--- config.mk ---
export PLATFORM = sky130hd
export DESIGN_NAME = mer_top
export DESIGN_NICKNAME = d
export VERILOG_FILES = /design/src/rtl/mer_pkg.sv /design/src/rtl/mer_if.sv /design/src/rtl/mer_fifo.sv /design/src/rtl/mer_top.sv
export VERILOG_INCLUDE_DIRS = /design/src /design/src/rtl
export SDC_FILE = /design/constraint.sdc
export NUM_CORES = 1
export LEC_CHECK = 0
export BUFFER_PORTS_ARGS = -buffer_cell sky130_fd_sc_hd__buf_2
export CAP_MARGIN = 20
export CORE_UTILIZATION = 55
export CTS_CLUSTER_SIZE = 24
export DETAILED_ROUTE_END_ITERATION = 10
export GPL_ROUTABILITY_DRIVEN = 0
export GPL_TIMING_DRIVEN = 0
export HOLD_SLACK_MARGIN = 0.06
export PLACE_DENSITY_LB_ADDON = 0.05
export SYNTH_ARGS = -nofsm -noshare
export SYNTH_HDL_FRONTEND = slang
export SYNTH_HIERARCHICAL = 1
export SYNTH_SLANG_ARGS = --single-unit
--- constraint.sdc ---
create_clock -name mclk -period 5.3 [get_ports mclk]
set_clock_uncertainty 0.1 [all_clocks]
set_input_delay 1.325 -clock mclk [delete_from_list [all_inputs] [get_ports mclk]]
set_output_delay 1.325 -clock mclk [all_outputs]
set_load 0.01 [all_outputs]
--- src/rtl/mer_params.svh ---
// Constants for the monitor execution responder
`ifndef MER_PARAMS_SVH
`define MER_PARAMS_SVH

// ============================================================
// Control characters
`define MER_ENQ      8'h05
`define MER_EOT      8'h04
`define MER_ACK      8'h06
`define MER_NAK      8'h15
`define MER_ETX      8'h03
`define MER_CMD_UP   8'h59
`define MER_CMD_LO   8'h79

// ============================================================
// Limits and error codes
`define MER_SLOT_MAX 8'h1F
`define MER_ERR_MON  16'h0190
`define MER_ERR_BCC  16'h6050
`define MER_ERR_SYN  16'h6030

// ============================================================
// Buffering
`define MER_FIFO_W   8
`define MER_FIFO_D   4

`endif

--- src/rtl/mer_pkg.sv ---
// Types of the monitor execution responder
package mer_pkg;

	// ============================================================
	// Slot read formats
	typedef enum logic [1:0]
	{
		MER_FMT_NONE  = 2'h0,
		MER_FMT_SEP   = 2'h1,
		MER_FMT_CONT  = 2'h2,
		MER_FMT_NAMED = 2'h3
	} mer_fmt_t;

	// ============================================================
	// Sequencer states
	typedef enum logic [14:0]
	{
		MER_HUNT = 15'h0001,
		MER_ST0  = 15'h0002,
		MER_ST1  = 15'h0004,
		MER_CMD  = 15'h0008,
		MER_SL0  = 15'h0010,
		MER_SL1  = 15'h0020,
		MER_EOT  = 15'h0040,
		MER_BC0  = 15'h0080,
		MER_BC1  = 15'h0100,
		MER_LOOK = 15'h0200,
		MER_HDR  = 15'h0400,
		MER_DATA = 15'h0800,
		MER_CODE = 15'h1000,
		MER_TAIL = 15'h2000,
		MER_BCC  = 15'h4000
	} mer_state_t;

endpackage

--- src/rtl/mer_if.sv ---
// Stream carrier between the responder and its transmit buffer
`timescale 1ns/1ps
`default_nettype none

interface mer_if #(parameter int W = 8);
	logic         in_valid;
	logic         in_ready;
	logic [W-1:0] in_data;
	logic         out_valid;
	logic         out_ready;
	logic [W-1:0] out_data;

	modport fill (output in_valid, output in_data, input in_ready,
		input out_valid, input out_data, output out_ready);
	modport fifo_side (input in_valid, input in_data, output in_ready,
		output out_valid, output out_data, input out_ready);
endinterface

`default_nettype wire

--- src/rtl/mer_fifo.sv ---
// Small synchronous FIFO for transmit characters
`timescale 1ns/1ps
`default_nettype none

module mer_fifo #(
	parameter int WIDTH = 8,
	parameter int DEPTH = 4
) (
	input  wire logic mclk,
	input  wire logic rstn,
	mer_if.fifo_side  bus
);
	localparam int PW = $clog2(DEPTH);
	localparam int CW = $clog2(DEPTH + 1);

	logic [WIDTH-1:0] mem_r [DEPTH];
	logic [WIDTH-1:0] mem_nxt [DEPTH];
	logic [PW-1:0]    wptr_r;
	logic [PW-1:0]    wptr_nxt;
	logic [PW-1:0]    rptr_r;
	logic [PW-1:0]    rptr_nxt;
	logic [CW-1:0]    cnt_r;
	logic [CW-1:0]    cnt_nxt;
	logic             wr;
	logic             rd;

	// ============================================================
	// Handshake
	assign bus.in_ready  = (cnt_r != CW'(DEPTH));
	assign bus.out_valid = (cnt_r != '0);
	assign bus.out_data  = mem_r[rptr_r];
	assign wr = bus.in_valid & bus.in_ready;
	assign rd = bus.out_valid & bus.out_ready;

	// ============================================================
	// Next state
	always_comb
	begin
		mem_nxt  = mem_r;
		wptr_nxt = wptr_r;
		rptr_nxt = rptr_r;
		cnt_nxt  = cnt_r;
		if (wr)
		begin
			mem_nxt[wptr_r] = bus.in_data;
			wptr_nxt = (wptr_r == PW'(DEPTH - 1)) ? '0 : wptr_r + PW'(1);
		end
		if (rd)
			rptr_nxt = (rptr_r == PW'(DEPTH - 1)) ? '0 : rptr_r + PW'(1);
		if (wr & ~rd)
			cnt_nxt = cnt_r + CW'(1);
		else if (rd & ~wr)
			cnt_nxt = cnt_r - CW'(1);
	end

	always_ff @(posedge mclk)
	begin
		if (!rstn)
		begin
			wptr_r <= '0;
			rptr_r <= '0;
			cnt_r  <= '0;
			for (int i = 0; i < DEPTH; i++)
				mem_r[i] <= '0;
		end
		else
		begin
			wptr_r <= wptr_nxt;
			rptr_r <= rptr_nxt;
			cnt_r  <= cnt_nxt;
			mem_r  <= mem_nxt;
		end
	end
endmodule

`default_nettype wire

--- src/rtl/mer_top.sv ---
// Monitor execution command responder
//
// Operation
// - Request names a slot; the read stored in that slot is performed
// - Lower case request check is low byte of sum ENQ through EOT
// - Acknowledge starts ACK, ends ETX, echoes station, command and slot
// - Separate read payload: block count, then per block count and data
// - Continuous read payload: data count and data, no block count
// - Named read payload: block count, then per block count and data
// - Counts and data go as two ASCII hex characters per byte
// - Lower case acknowledge check is low byte of sum ACK through ETX
// - Failure reply: NAK, echoes, four character error code, ETX
// - Lower case negative check is low byte of sum NAK through ETX
// - Slot contents come from registration, up to 32 slots
// - Slot number out of range answers NAK with monitor error code
// - Bad check answers check error; missing end answers syntax error
`timescale 1ns/1ps
`default_nettype none
`include "mer_params.svh"

module mer_top (
	input  wire logic       mclk,
	input  wire logic       rstn,
	input  wire logic [7:0] station_id,
	input  wire logic       rx_valid,
	input  wire logic [7:0] rx_data,
	output logic            rd_req,
	output logic [4:0]      rd_slot,
	input  wire logic       rd_valid,
	output logic            rd_ready,
	input  wire logic [7:0] rd_data,
	input  wire logic       rd_last,
	input  wire logic [1:0] rd_fmt,
	input  wire logic       rd_err,
	input  wire logic [15:0] rd_code,
	output logic            tx_valid,
	input  wire logic       tx_ready,
	output logic [7:0]      tx_data
);
	mer_if #(.W(`MER_FIFO_W)) txq ();

	mer_pkg::mer_state_t st_r, st_nxt;
	logic [7:0]  sta0_r, sta0_nxt, sta1_r, sta1_nxt, cmd_r, cmd_nxt;
	logic [7:0]  sl0_r, sl0_nxt, sl1_r, sl1_nxt, slot_r, slot_nxt;
	logic        slok_r, slok_nxt, lower_r, lower_nxt;
	logic [7:0]  rsum_r, rsum_nxt, rbcc_r, rbcc_nxt, tsum_r, tsum_nxt;
	logic [2:0]  idx_r, idx_nxt;
	logic [7:0]  byte_r, byte_nxt;
	logic        have_r, have_nxt, half_r, half_nxt, last_r, last_nxt;
	logic        skip_r, skip_nxt, nak_r, nak_nxt;
	logic [15:0] code_r, code_nxt;
	logic        emit;
	logic [7:0]  ech;
	logic        push;
	logic        rxv;
	logic [4:0]  hv;
	logic        bcc_ok;

	// ============================================================
	// Hex helpers
	function automatic logic [7:0] to_hex(input logic [3:0] n);
		to_hex = (n < 4'hA) ? (8'h30 + {4'h0, n}) : (8'h37 + {4'h0, n});
	endfunction

	function automatic logic [4:0] from_hex(input logic [7:0] c);
		from_hex = 5'h00;
		if (c >= 8'h30 && c <= 8'h39)
			from_hex = {1'b1, 4'(c - 8'h30)};
		else if (c >= 8'h41 && c <= 8'h46)
			from_hex = {1'b1, 4'(c - 8'h37)};
		else if (c >= 8'h61 && c <= 8'h66)
			from_hex = {1'b1, 4'(c - 8'h57)};
	endfunction

	assign rxv    = rx_valid;
	assign hv     = from_hex(rx_data);
	assign bcc_ok = (rbcc_r == rsum_r);

	// ============================================================
	// Transmit buffer, the sequencer stalls while it is full
	assign txq.in_valid  = emit;
	assign txq.in_data   = ech;
	assign push          = emit & txq.in_ready;
	assign txq.out_ready = tx_ready;
	assign tx_valid      = txq.out_valid;
	assign tx_data       = txq.out_data;

	mer_fifo #(.WIDTH(`MER_FIFO_W), .DEPTH(`MER_FIFO_D)) u_fifo (
		.mclk (mclk),
		.rstn (rstn),
		.bus  (txq)
	);

	// ============================================================
	// Slot read port
	assign rd_req  = (st_r == mer_pkg::MER_LOOK);
	assign rd_slot = slot_r[4:0];
	assign rd_ready = (st_r == mer_pkg::MER_LOOK && rd_err)
		|| (st_r == mer_pkg::MER_DATA && !have_r);

	// ============================================================
	// Character to send
	always_comb
	begin
		emit = 1'b0;
		ech  = 8'h00;
		case (st_r)
			mer_pkg::MER_HDR:
			begin
				emit = 1'b1;
				case (idx_r)
					3'h0: ech = nak_r ? `MER_NAK : `MER_ACK;
					3'h1: ech = sta0_r;
					3'h2: ech = sta1_r;
					3'h3: ech = cmd_r;
					3'h4: ech = sl0_r;
					default: ech = sl1_r;
				endcase
			end
			mer_pkg::MER_DATA:
			begin
				emit = have_r;
				ech  = half_r ? to_hex(byte_r[3:0]) : to_hex(byte_r[7:4]);
			end
			mer_pkg::MER_CODE:
			begin
				emit = 1'b1;
				ech  = to_hex(code_r[4'(15 - 4 * idx_r) -: 4]);
			end
			mer_pkg::MER_TAIL:
			begin
				emit = 1'b1;
				ech  = `MER_ETX;
			end
			mer_pkg::MER_BCC:
			begin
				emit = 1'b1;
				ech  = idx_r[0] ? to_hex(tsum_r[3:0]) : to_hex(tsum_r[7:4]);
			end
			default:
			begin
				emit = 1'b0;
				ech  = 8'h00;
			end
		endcase
	end

	// ============================================================
	// Sequencer next state
	always_comb
	begin
		st_nxt = st_r;  sta0_nxt = sta0_r; sta1_nxt = sta1_r; cmd_nxt = cmd_r;
		sl0_nxt = sl0_r; sl1_nxt = sl1_r; slot_nxt = slot_r; slok_nxt = slok_r;
		lower_nxt = lower_r; rsum_nxt = rsum_r; rbcc_nxt = rbcc_r;
		tsum_nxt = tsum_r; idx_nxt = idx_r; byte_nxt = byte_r; have_nxt = have_r;
		half_nxt = half_r; last_nxt = last_r; skip_nxt = skip_r; nak_nxt = nak_r;
		code_nxt = code_r;
		if (push && st_r != mer_pkg::MER_BCC)
			tsum_nxt = tsum_r + ech;
		case (st_r)
			mer_pkg::MER_HUNT:
				if (rxv && rx_data == `MER_ENQ)
				begin
					rsum_nxt = rx_data;
					st_nxt   = mer_pkg::MER_ST0;
				end
			mer_pkg::MER_ST0:
				if (rxv)
				begin
					sta0_nxt = rx_data;
					rsum_nxt = rsum_r + rx_data;
					st_nxt   = mer_pkg::MER_ST1;
				end
			mer_pkg::MER_ST1:
				if (rxv)
				begin
					sta1_nxt = rx_data;
					rsum_nxt = rsum_r + rx_data;
					// Another station's traffic is dropped silently
					if (from_hex(sta0_r) == {1'b1, station_id[7:4]} && hv == {1'b1, station_id[3:0]})
						st_nxt = mer_pkg::MER_CMD;
					else
						st_nxt = mer_pkg::MER_HUNT;
				end
			mer_pkg::MER_CMD:
				if (rxv)
				begin
					cmd_nxt   = rx_data;
					lower_nxt = (rx_data == `MER_CMD_LO);
					rsum_nxt  = rsum_r + rx_data;
					// Other commands belong to other handlers
					st_nxt = (rx_data == `MER_CMD_UP || rx_data == `MER_CMD_LO)
						? mer_pkg::MER_SL0 : mer_pkg::MER_HUNT;
				end
			mer_pkg::MER_SL0:
				if (rxv)
				begin
					sl0_nxt  = rx_data;
					slok_nxt = hv[4];
					slot_nxt = {hv[3:0], 4'h0};
					rsum_nxt = rsum_r + rx_data;
					st_nxt   = mer_pkg::MER_SL1;
				end
			mer_pkg::MER_SL1:
				if (rxv)
				begin
					sl1_nxt  = rx_data;
					slok_nxt = slok_r & hv[4];
					slot_nxt = {slot_r[7:4], hv[3:0]};
					rsum_nxt = rsum_r + rx_data;
					st_nxt   = mer_pkg::MER_EOT;
				end
			mer_pkg::MER_EOT:
				if (rxv)
				begin
					idx_nxt  = 3'h0;
					tsum_nxt = 8'h00;
					rsum_nxt = rsum_r + rx_data;
					if (rx_data != `MER_EOT)
					begin
						nak_nxt  = 1'b1;
						code_nxt = `MER_ERR_SYN;
						st_nxt   = mer_pkg::MER_HDR;
					end
					else if (lower_r)
						st_nxt = mer_pkg::MER_BC0;
					else if (!slok_r || slot_r > `MER_SLOT_MAX)
					begin
						nak_nxt  = 1'b1;
						code_nxt = `MER_ERR_MON;
						st_nxt   = mer_pkg::MER_HDR;
					end
					else
					begin
						nak_nxt = 1'b0;
						st_nxt  = mer_pkg::MER_LOOK;
					end
				end
			mer_pkg::MER_BC0:
				if (rxv)
				begin
					rbcc_nxt = {hv[3:0], 4'h0};
					slok_nxt = slok_r;
					half_nxt = hv[4];
					st_nxt   = mer_pkg::MER_BC1;
				end
			mer_pkg::MER_BC1:
				if (rxv)
				begin
					rbcc_nxt = {rbcc_r[7:4], hv[3:0]};
					if (!(half_r && hv[4]) || {rbcc_r[7:4], hv[3:0]} != rsum_r)
					begin
						nak_nxt  = 1'b1;
						code_nxt = `MER_ERR_BCC;
						st_nxt   = mer_pkg::MER_HDR;
					end
					else if (!slok_r || slot_r > `MER_SLOT_MAX)
					begin
						nak_nxt  = 1'b1;
						code_nxt = `MER_ERR_MON;
						st_nxt   = mer_pkg::MER_HDR;
					end
					else
					begin
						nak_nxt = 1'b0;
						st_nxt  = mer_pkg::MER_LOOK;
					end
				end
			mer_pkg::MER_LOOK:
				if (rd_valid)
				begin
					nak_nxt  = rd_err;
					code_nxt = rd_code;
					// Continuous reads drop the leading block count
					skip_nxt = (rd_fmt == mer_pkg::MER_FMT_CONT);
					have_nxt = 1'b0;
					half_nxt = 1'b0;
					st_nxt   = mer_pkg::MER_HDR;
				end
			mer_pkg::MER_HDR:
				if (push)
				begin
					idx_nxt = idx_r + 3'h1;
					if (idx_r == 3'h5)
					begin
						idx_nxt = 3'h0;
						st_nxt  = nak_r ? mer_pkg::MER_CODE : mer_pkg::MER_DATA;
					end
				end
			mer_pkg::MER_DATA:
				if (!have_r)
				begin
					if (rd_valid)
					begin
						skip_nxt = 1'b0;
						if (skip_r && !rd_last)
							have_nxt = 1'b0;
						else
						begin
							have_nxt = !skip_r;
							byte_nxt = rd_data;
							last_nxt = rd_last;
							half_nxt = 1'b0;
							if (skip_r)
								st_nxt = mer_pkg::MER_TAIL;
						end
					end
				end
				else if (push)
				begin
					half_nxt = ~half_r;
					if (half_r)
					begin
						have_nxt = 1'b0;
						if (last_r)
							st_nxt = mer_pkg::MER_TAIL;
					end
				end
			mer_pkg::MER_CODE:
				if (push)
				begin
					idx_nxt = idx_r + 3'h1;
					if (idx_r == 3'h3)
						st_nxt = mer_pkg::MER_TAIL;
				end
			mer_pkg::MER_TAIL:
				if (push)
				begin
					idx_nxt = 3'h0;
					st_nxt  = lower_r ? mer_pkg::MER_BCC : mer_pkg::MER_HUNT;
				end
			mer_pkg::MER_BCC:
				if (push)
				begin
					idx_nxt = idx_r + 3'h1;
					if (idx_r[0])
						st_nxt = mer_pkg::MER_HUNT;
				end
			default:
				st_nxt = mer_pkg::MER_HUNT;
		endcase
	end

	// ============================================================
	// Sequencer registers
	always_ff @(posedge mclk)
	begin
		if (!rstn)
		begin
			st_r <= mer_pkg::MER_HUNT; sta0_r <= 8'h00; sta1_r <= 8'h00;
			cmd_r <= 8'h00; sl0_r <= 8'h00; sl1_r <= 8'h00; slot_r <= 8'h00;
			slok_r <= 1'b0; lower_r <= 1'b0; rsum_r <= 8'h00; rbcc_r <= 8'h00;
			tsum_r <= 8'h00; idx_r <= 3'h0; byte_r <= 8'h00; have_r <= 1'b0;
			half_r <= 1'b0; last_r <= 1'b0; skip_r <= 1'b0; nak_r <= 1'b0;
			code_r <= 16'h0000;
		end
		else
		begin
			st_r <= st_nxt; sta0_r <= sta0_nxt; sta1_r <= sta1_nxt;
			cmd_r <= cmd_nxt; sl0_r <= sl0_nxt; sl1_r <= sl1_nxt; slot_r <= slot_nxt;
			slok_r <= slok_nxt; lower_r <= lower_nxt; rsum_r <= rsum_nxt;
			rbcc_r <= rbcc_nxt; tsum_r <= tsum_nxt; idx_r <= idx_nxt;
			byte_r <= byte_nxt; have_r <= have_nxt; half_r <= half_nxt;
			last_r <= last_nxt; skip_r <= skip_nxt; nak_r <= nak_nxt;
			code_r <= code_nxt;
		end
	end

	logic unused_ok;
	assign unused_ok = bcc_ok;
endmodule

`default_nettype wire
==> results.ini, run 1 <==
[status]
outcome=finished clean

[timing]
setup_viol=0
drv_slew=0
hold_viol=0
holdWs_ns=0.3520
post-route-period-util_pct=91.14
fin_crit_ns=4.831
fin_setup_tns_ns=0
rsz0062_at_grt=no
tightest_slew_ns=1.052
fin_ws_ns=0.4694
max_freq_mhz=207.0
slew_headroom_pct=28.87

[clock_network]
cts.clk_slew.worst_paths_ns=0.07
cts_buffers=17
ctsHoldBuffers=0
cts-htree-levels=4
worstSkewPairLatency_ns=0.44
clock_sinks=156
cts_root_buffer=clkbuf_16
post-cts-setup-buffers=0
cts-resized-gates=1
clock_path_buffers=2
cts_tree=yes

[power]
powerDensity_mw_per_mm2=270.9
ir_drop_mv=0.2390
p_leak_nw=3.915

[route]
antenna_left=0
wl_per_cell_um=19.08
dr.pass1.iters=6
vias_per_cell=6.102
vias=8774
routed_wl_mm=27.44
drt_iter0_markers=892
drcViolationCount=0

[yosys]
synth_mux_area_share_pct=10.96
syn-instance-count=1120
netlist.area_leader.share_pct=33.40
synth_top_family_by_area=simple AND/OR/NAND/NOR gates
avgSynthCellArea_um2=8.347
seq_area_frac_synth_pct=33.40
synth.distinct_cells=83
synth-main-ff-cell=dfxtp_1
synth_warnings=6
synthesis.area_mm2=0.009349
synth.largest_area_cell=dfxtp_1
synthTopCellsByArea=dfxtp_1, mux2i_1, nand2_1, a21oi_1, ha_1
synth_fa_ha_area_share_pct=5.460
synth-simple-area-share_pct=23.31
synth-edff-count=0
synthXorXnorAreaFrac_pct=3.279
synth_fp_nets=1208
async_flop_share_pct=0
synth_compound_gate_area_share_pct=17.81
synth-seq-cells=156

[setup_path]
critPathRequiredTime_ns=5.50
worstSetupEndpointType=flip-flop
critPathMaxStageDelay_ns=0.57
critPathMaxFanout=10
path_class=reg2reg
critPathMostFrequentCell=a21o_1
cp-start-kind=flip-flop
crit_buf_inv=3
critical-path-slowest-cell=or4_1
crit_chain=clkbuf_1 > inv_1 > ha_1 > clkbuf_1 > a221oi_1 > o211ai_1 > a21oi_1 > o22ai_1 > or4_1 > ha_1 > fa_1 > a21o_1 > a21o_1 > a21o_1 > a21oi_1 > xnor2_1 > mux2i_1 > nor2_1
critPathTopFamily=compound AO/OA/AOI/OAI gates
cp.arrival_ns=5.04

[finish]
final_cell_mix=dfxtp_1, nand2_1, nor2_1
final_common_cell=dfxtp_1
multi_input_area_mm2=0.005698
fillerInstances=1520
nets=1293
drive_above_1_share_pct=14.04
finish.utilization_pct=63.48
area_growth_syn_to_layout_pct=12.61
seq_area_mm2=0.003123
antenna_cells=0

[floorplanning]
core_area_mm2=0.01658
fp.dieH_um=132.4
initial_core_util_pct=56.38
io-pin-count=65
die_width_um=132.4
row_count=47
dieArea_mm2=0.01752

[global_routing]
grt_pass1_vias=8145
antenna_found_initial=0
grt_pass1_wl_mm=43.67
grt_util_all_layers_pct=31.95
grt_max_degree=17
overflow=0

[place]
place_ws_ns=-0.003154
dp_hpwl_mm=20.19
port_buffers=63

[hold_path]
hp-class=reg2reg

[flow_run]
cap_violations=0

## state kept, by name, summed over array words and instances (netlist names), 2 cells and up
register       count
tsum_r             8
u_fifo/wptr_r      2
idx_r              3
u_fifo/rptr_r      2
u_fifo/cnt_r       3
u_fifo/mem_r      32
sta1_r             8
slot_r             8
rsum_r             8
rbcc_r             4
sl1_r              8
sta0_r             8
byte_r             8
code_r            16
st_r              15
cmd_r              8
sl0_r              8
## power by group
part / switching (mW) / internal, mW / total (mW)
Clock: 0.551 / 0.623 / 1.17
Sequential: 0.0221 / 1.19 / 1.22
Combinational: 0.289 / 0.173 / 0.462
## path summary, 6_finish.rpt
path,startpoint,end,slack [ns],depth (start not counted)
setup / recovery,idx_r[2],tsum_r[6],0.47,18
hold / removal,sl1_r[2],sl1_r[2],0.35,2
setup reg to reg,idx_r[2],tsum_r[6],0.47,18
hold reg to reg,sl1_r[2],sl1_r[2],0.35,2
## synth_stat cells (all sizes together) (4+ instances only)
library cell and number:
a31oi 14, o21ai 39, nor2b 11, a21o 14, a221oi 10, nand2b 8, a221o 4, mux4 12
ha 36, or4b 4, or4 6, nor2 111, mux2i 73, xnor2 19, a211oi 12, nor3b 5
and2 9, inv 42, buf 26, nor4 11, dfxtp 156, nor4b 10, a22o 9, and3 8
clkbuf 49, nand4 16, xor2 16, a311oi 10, nand2 156, or3 14, nor3 29, nand3 26
a21oi 92, o22ai 6, o31ai 4, o211ai 4, or2 4
## worst register-to-register path, delay by kind of cell, from the launching register on
kind / cells / cell delay, ns
muxes: 1 / 0.13
xor gates and xnor gates: 1 / 0.08
adders and majority gates: 3 / 0.90
AOI/OAI and AO/OA: 8 / 1.70
DFF: 1 / 0.33
and+or+nand+nor: 2 / 0.62
buffers and inverters: 3 / 0.85
## per-layer routing
layer | share of wire (%) | GRT usage, % | wire length, um
met5 | 0 | 0 | 0
met4 | 1.5 | 8.685 | 422
met1 | 46 | 44.33 | 12580
met2 | 46 | 51.40 | 12670
met3 | 6.4 | 5.113 | 1768
## cell families after synthesis
kind of cell,after synthesis
mux,86
flops,156
simple gates,437
compound gates,250
fa+ha+maj,39
xor+xnor,35
buf+inv,117
## through the flow
step,std cells,instance area (um^2),total power [mW]
floorplan,1120,9349,1.561
global placement,1403,9940,1.694
detailed placement,1405,9956,1.694
CTS,1437,10510,2.847
global route,1438,10530,2.957
finish,1438,10530,2.852
## cell type report
| class | instances | area share [%] |
|---|---|---|
| plain buffers | 75 | 3.637 |
| clock buffers | 19 | 4.207 |
| clock inverters | 13 | 1.034 |
| inverters | 42 | 1.498 |
| multi-input cells | 847 | 54.12 |
| flip-flops and latches | 156 | 29.66 |
| well taps | 220 | 2.615 |
| repair buffers | 66 | 3.221 |
Power figures use the tool's default switching activity.
==> run 2: changes to the inputs <==
==> constraint.sdc (replaced) <==
create_clock -name mclk -period 4.8 [get_ports mclk]
set_clock_uncertainty 0.1 [all_clocks]
set_input_delay 1.2 -clock mclk [delete_from_list [all_inputs] [get_ports mclk]]
set_output_delay 1.2 -clock mclk [all_outputs]
set_load 0.01 [all_outputs]
==> run 2 against run 1 <==
  * Count of clock-buffer cells in the layout unchanged
  * Cell area about the same
  * Combinational power up 10%
  * Fmax up 3.9%
  * Largest cell class unchanged
  * Highest routed layer unchanged
==> results.ini, run 2 (same netlist as run 1, synthesis figures left out) <==
[floorplanning]
io-pin-count=65
die_width_um=132.4
fp.dieH_um=132.4
dieArea_mm2=0.01752
core_area_mm2=0.01658
initial_core_util_pct=56.38
row_count=47

[power]
powerDensity_mw_per_mm2=298.8
p_leak_nw=3.918
ir_drop_mv=0.2628

[finish]
multi_input_area_mm2=0.005707
nets=1292
largest_register=u_fifo/mem_r
antenna_cells=0
seq_area_mm2=0.003123
finish.utilization_pct=63.52
fin_cells=1437
largest_reg_flops=32
final_common_cell=dfxtp_1
final_cell_mix=dfxtp_1, nand2_1, nor2_1
design_area_mm2=0.01053
drive_above_1_share_pct=14.30
fillerInstances=1519
area_growth_syn_to_layout_pct=12.67
reg_top3=u_fifo/mem_r (32), code_r (16), st_r (15)

[setup_path]
critPathRequiredTime_ns=5.01
critPathMaxFanout=8
worstSetupEndpointType=flip-flop
cp.arrival_ns=4.86
crit-reg2reg-launch=idx_r[0]
r2r_slack_ns=0.15
startpoint=idx_r[0]
cp-start-kind=flip-flop
path_class=reg2reg

[global_routing]
grt_pass1_vias=8147
grt_max_degree=17
overflow=0
antenna_found_initial=0
grt_pass1_wl_mm=43.68
grt_util_all_layers_pct=31.95

[hold_path]
hp-class=reg2reg
min_from=sl0_r[5]

[status]
outcome=finished clean

[flow_run]
cap_violations=0

[clock_network]
cts.clk_slew.worst_paths_ns=0.07
ctsHoldBuffers=0
cts-htree-levels=4
post-cts-setup-buffers=0
cts_buffers=17
cts_root_buffer=clkbuf_16
clock_sinks=156
clock_path_buffers=2
worstSkewPairLatency_ns=0.43
cts_tree=yes

[route]
antenna_left=0
dr.pass1.iters=6
wl_per_cell_um=19.02
top_layer=met4
drt_iter0_markers=845
met3WireLength_mm=1.917
vias=8787
drcViolationCount=0
vias_per_cell=6.115
met1_length_mm=12.36
routed_wl_mm=27.33
wl_met2_mm=12.59

[timing]
fin_crit_ns=4.650
fin_setup_tns_ns=0
drv_slew=0
rsz0062_at_grt=yes
tightest_slew_ns=1.053
slew_headroom_pct=28.82
post-route-period-util_pct=96.88
setup_viol=0
hold_viol=0
fin_ws_ns=0.1498
max_freq_mhz=215.0

[place]
place_ws_ns=-0.5032
dp.cells=1405
placed_cell_area_mm2=0.009956
port_buffers=63
dp_hpwl_mm=20.19

run 2: per-layer routing:
layer	vias up	global-route usage [%]
met5	-	0
met1	4170	44.31
li1	4192	-
met4	0	8.429
met3	53	5.113
met2	372	51.55
run 2: power breakdown:
group / switching [mW] / internal [mW]
Clock: 0.607 / 0.688
Sequential: 0.0241 / 1.32
Combinational: 0.318 / 0.191
run 2: timing repair:
action	4_1_cts	5_1_grt
pin swaps	0	1
gates resized for setup	3	6
gates cloned	0	0
endpoints found under the setup margin	4	3
run 2: layout make-up:
class / count / share of cell area [%]
Buffer: 74 / 3.611
Clock buffer: 19 / 4.205
Clock inverter: 13 / 1.033
Inverter: 42 / 1.497
Multi-Input combinational cell: 847 / 54.17
Sequential cell: 156 / 29.65
Tap cell: 220 / 2.613
Timing Repair Buffer: 66 / 3.219
run 2: worst paths after layout:
| path | to | cells past startpoint |
|---|---|---|
| min | sl0_r[5] | 2 |
| min reg2reg | sl0_r[5] | 2 |
| max | tsum_r[6] | 18 |
| max reg2reg | tsum_r[6] | 18 |
run 2: worst max-delay path: stages (launching register included):
cell,delay [ns]
dfxtp_1,0.37
buf_2,0.26
inv_1,0.20
ha_1,0.37
nor2b_1,0.20
a221oi_1,0.34
o211ai_1,0.18
a21oi_2,0.23
o22ai_1,0.09
or4_1,0.57
ha_1,0.25
fa_1,0.41
a21o_1,0.17
a21o_1,0.19
a21o_1,0.17
a21oi_1,0.16
xnor2_1,0.08
mux2i_1,0.13
nor2_1,0.05
run 2: stage by stage:
stage | hold slack [ns] | total power [mW]
global placement | 0.3357 | 1.870
floorplan | 0.3198 | 1.724
CTS | 0.3514 | 3.143
global route | 0.3633 | 3.264
finish | 0.3522 | 3.147
detailed placement | 0.3438 | 1.871
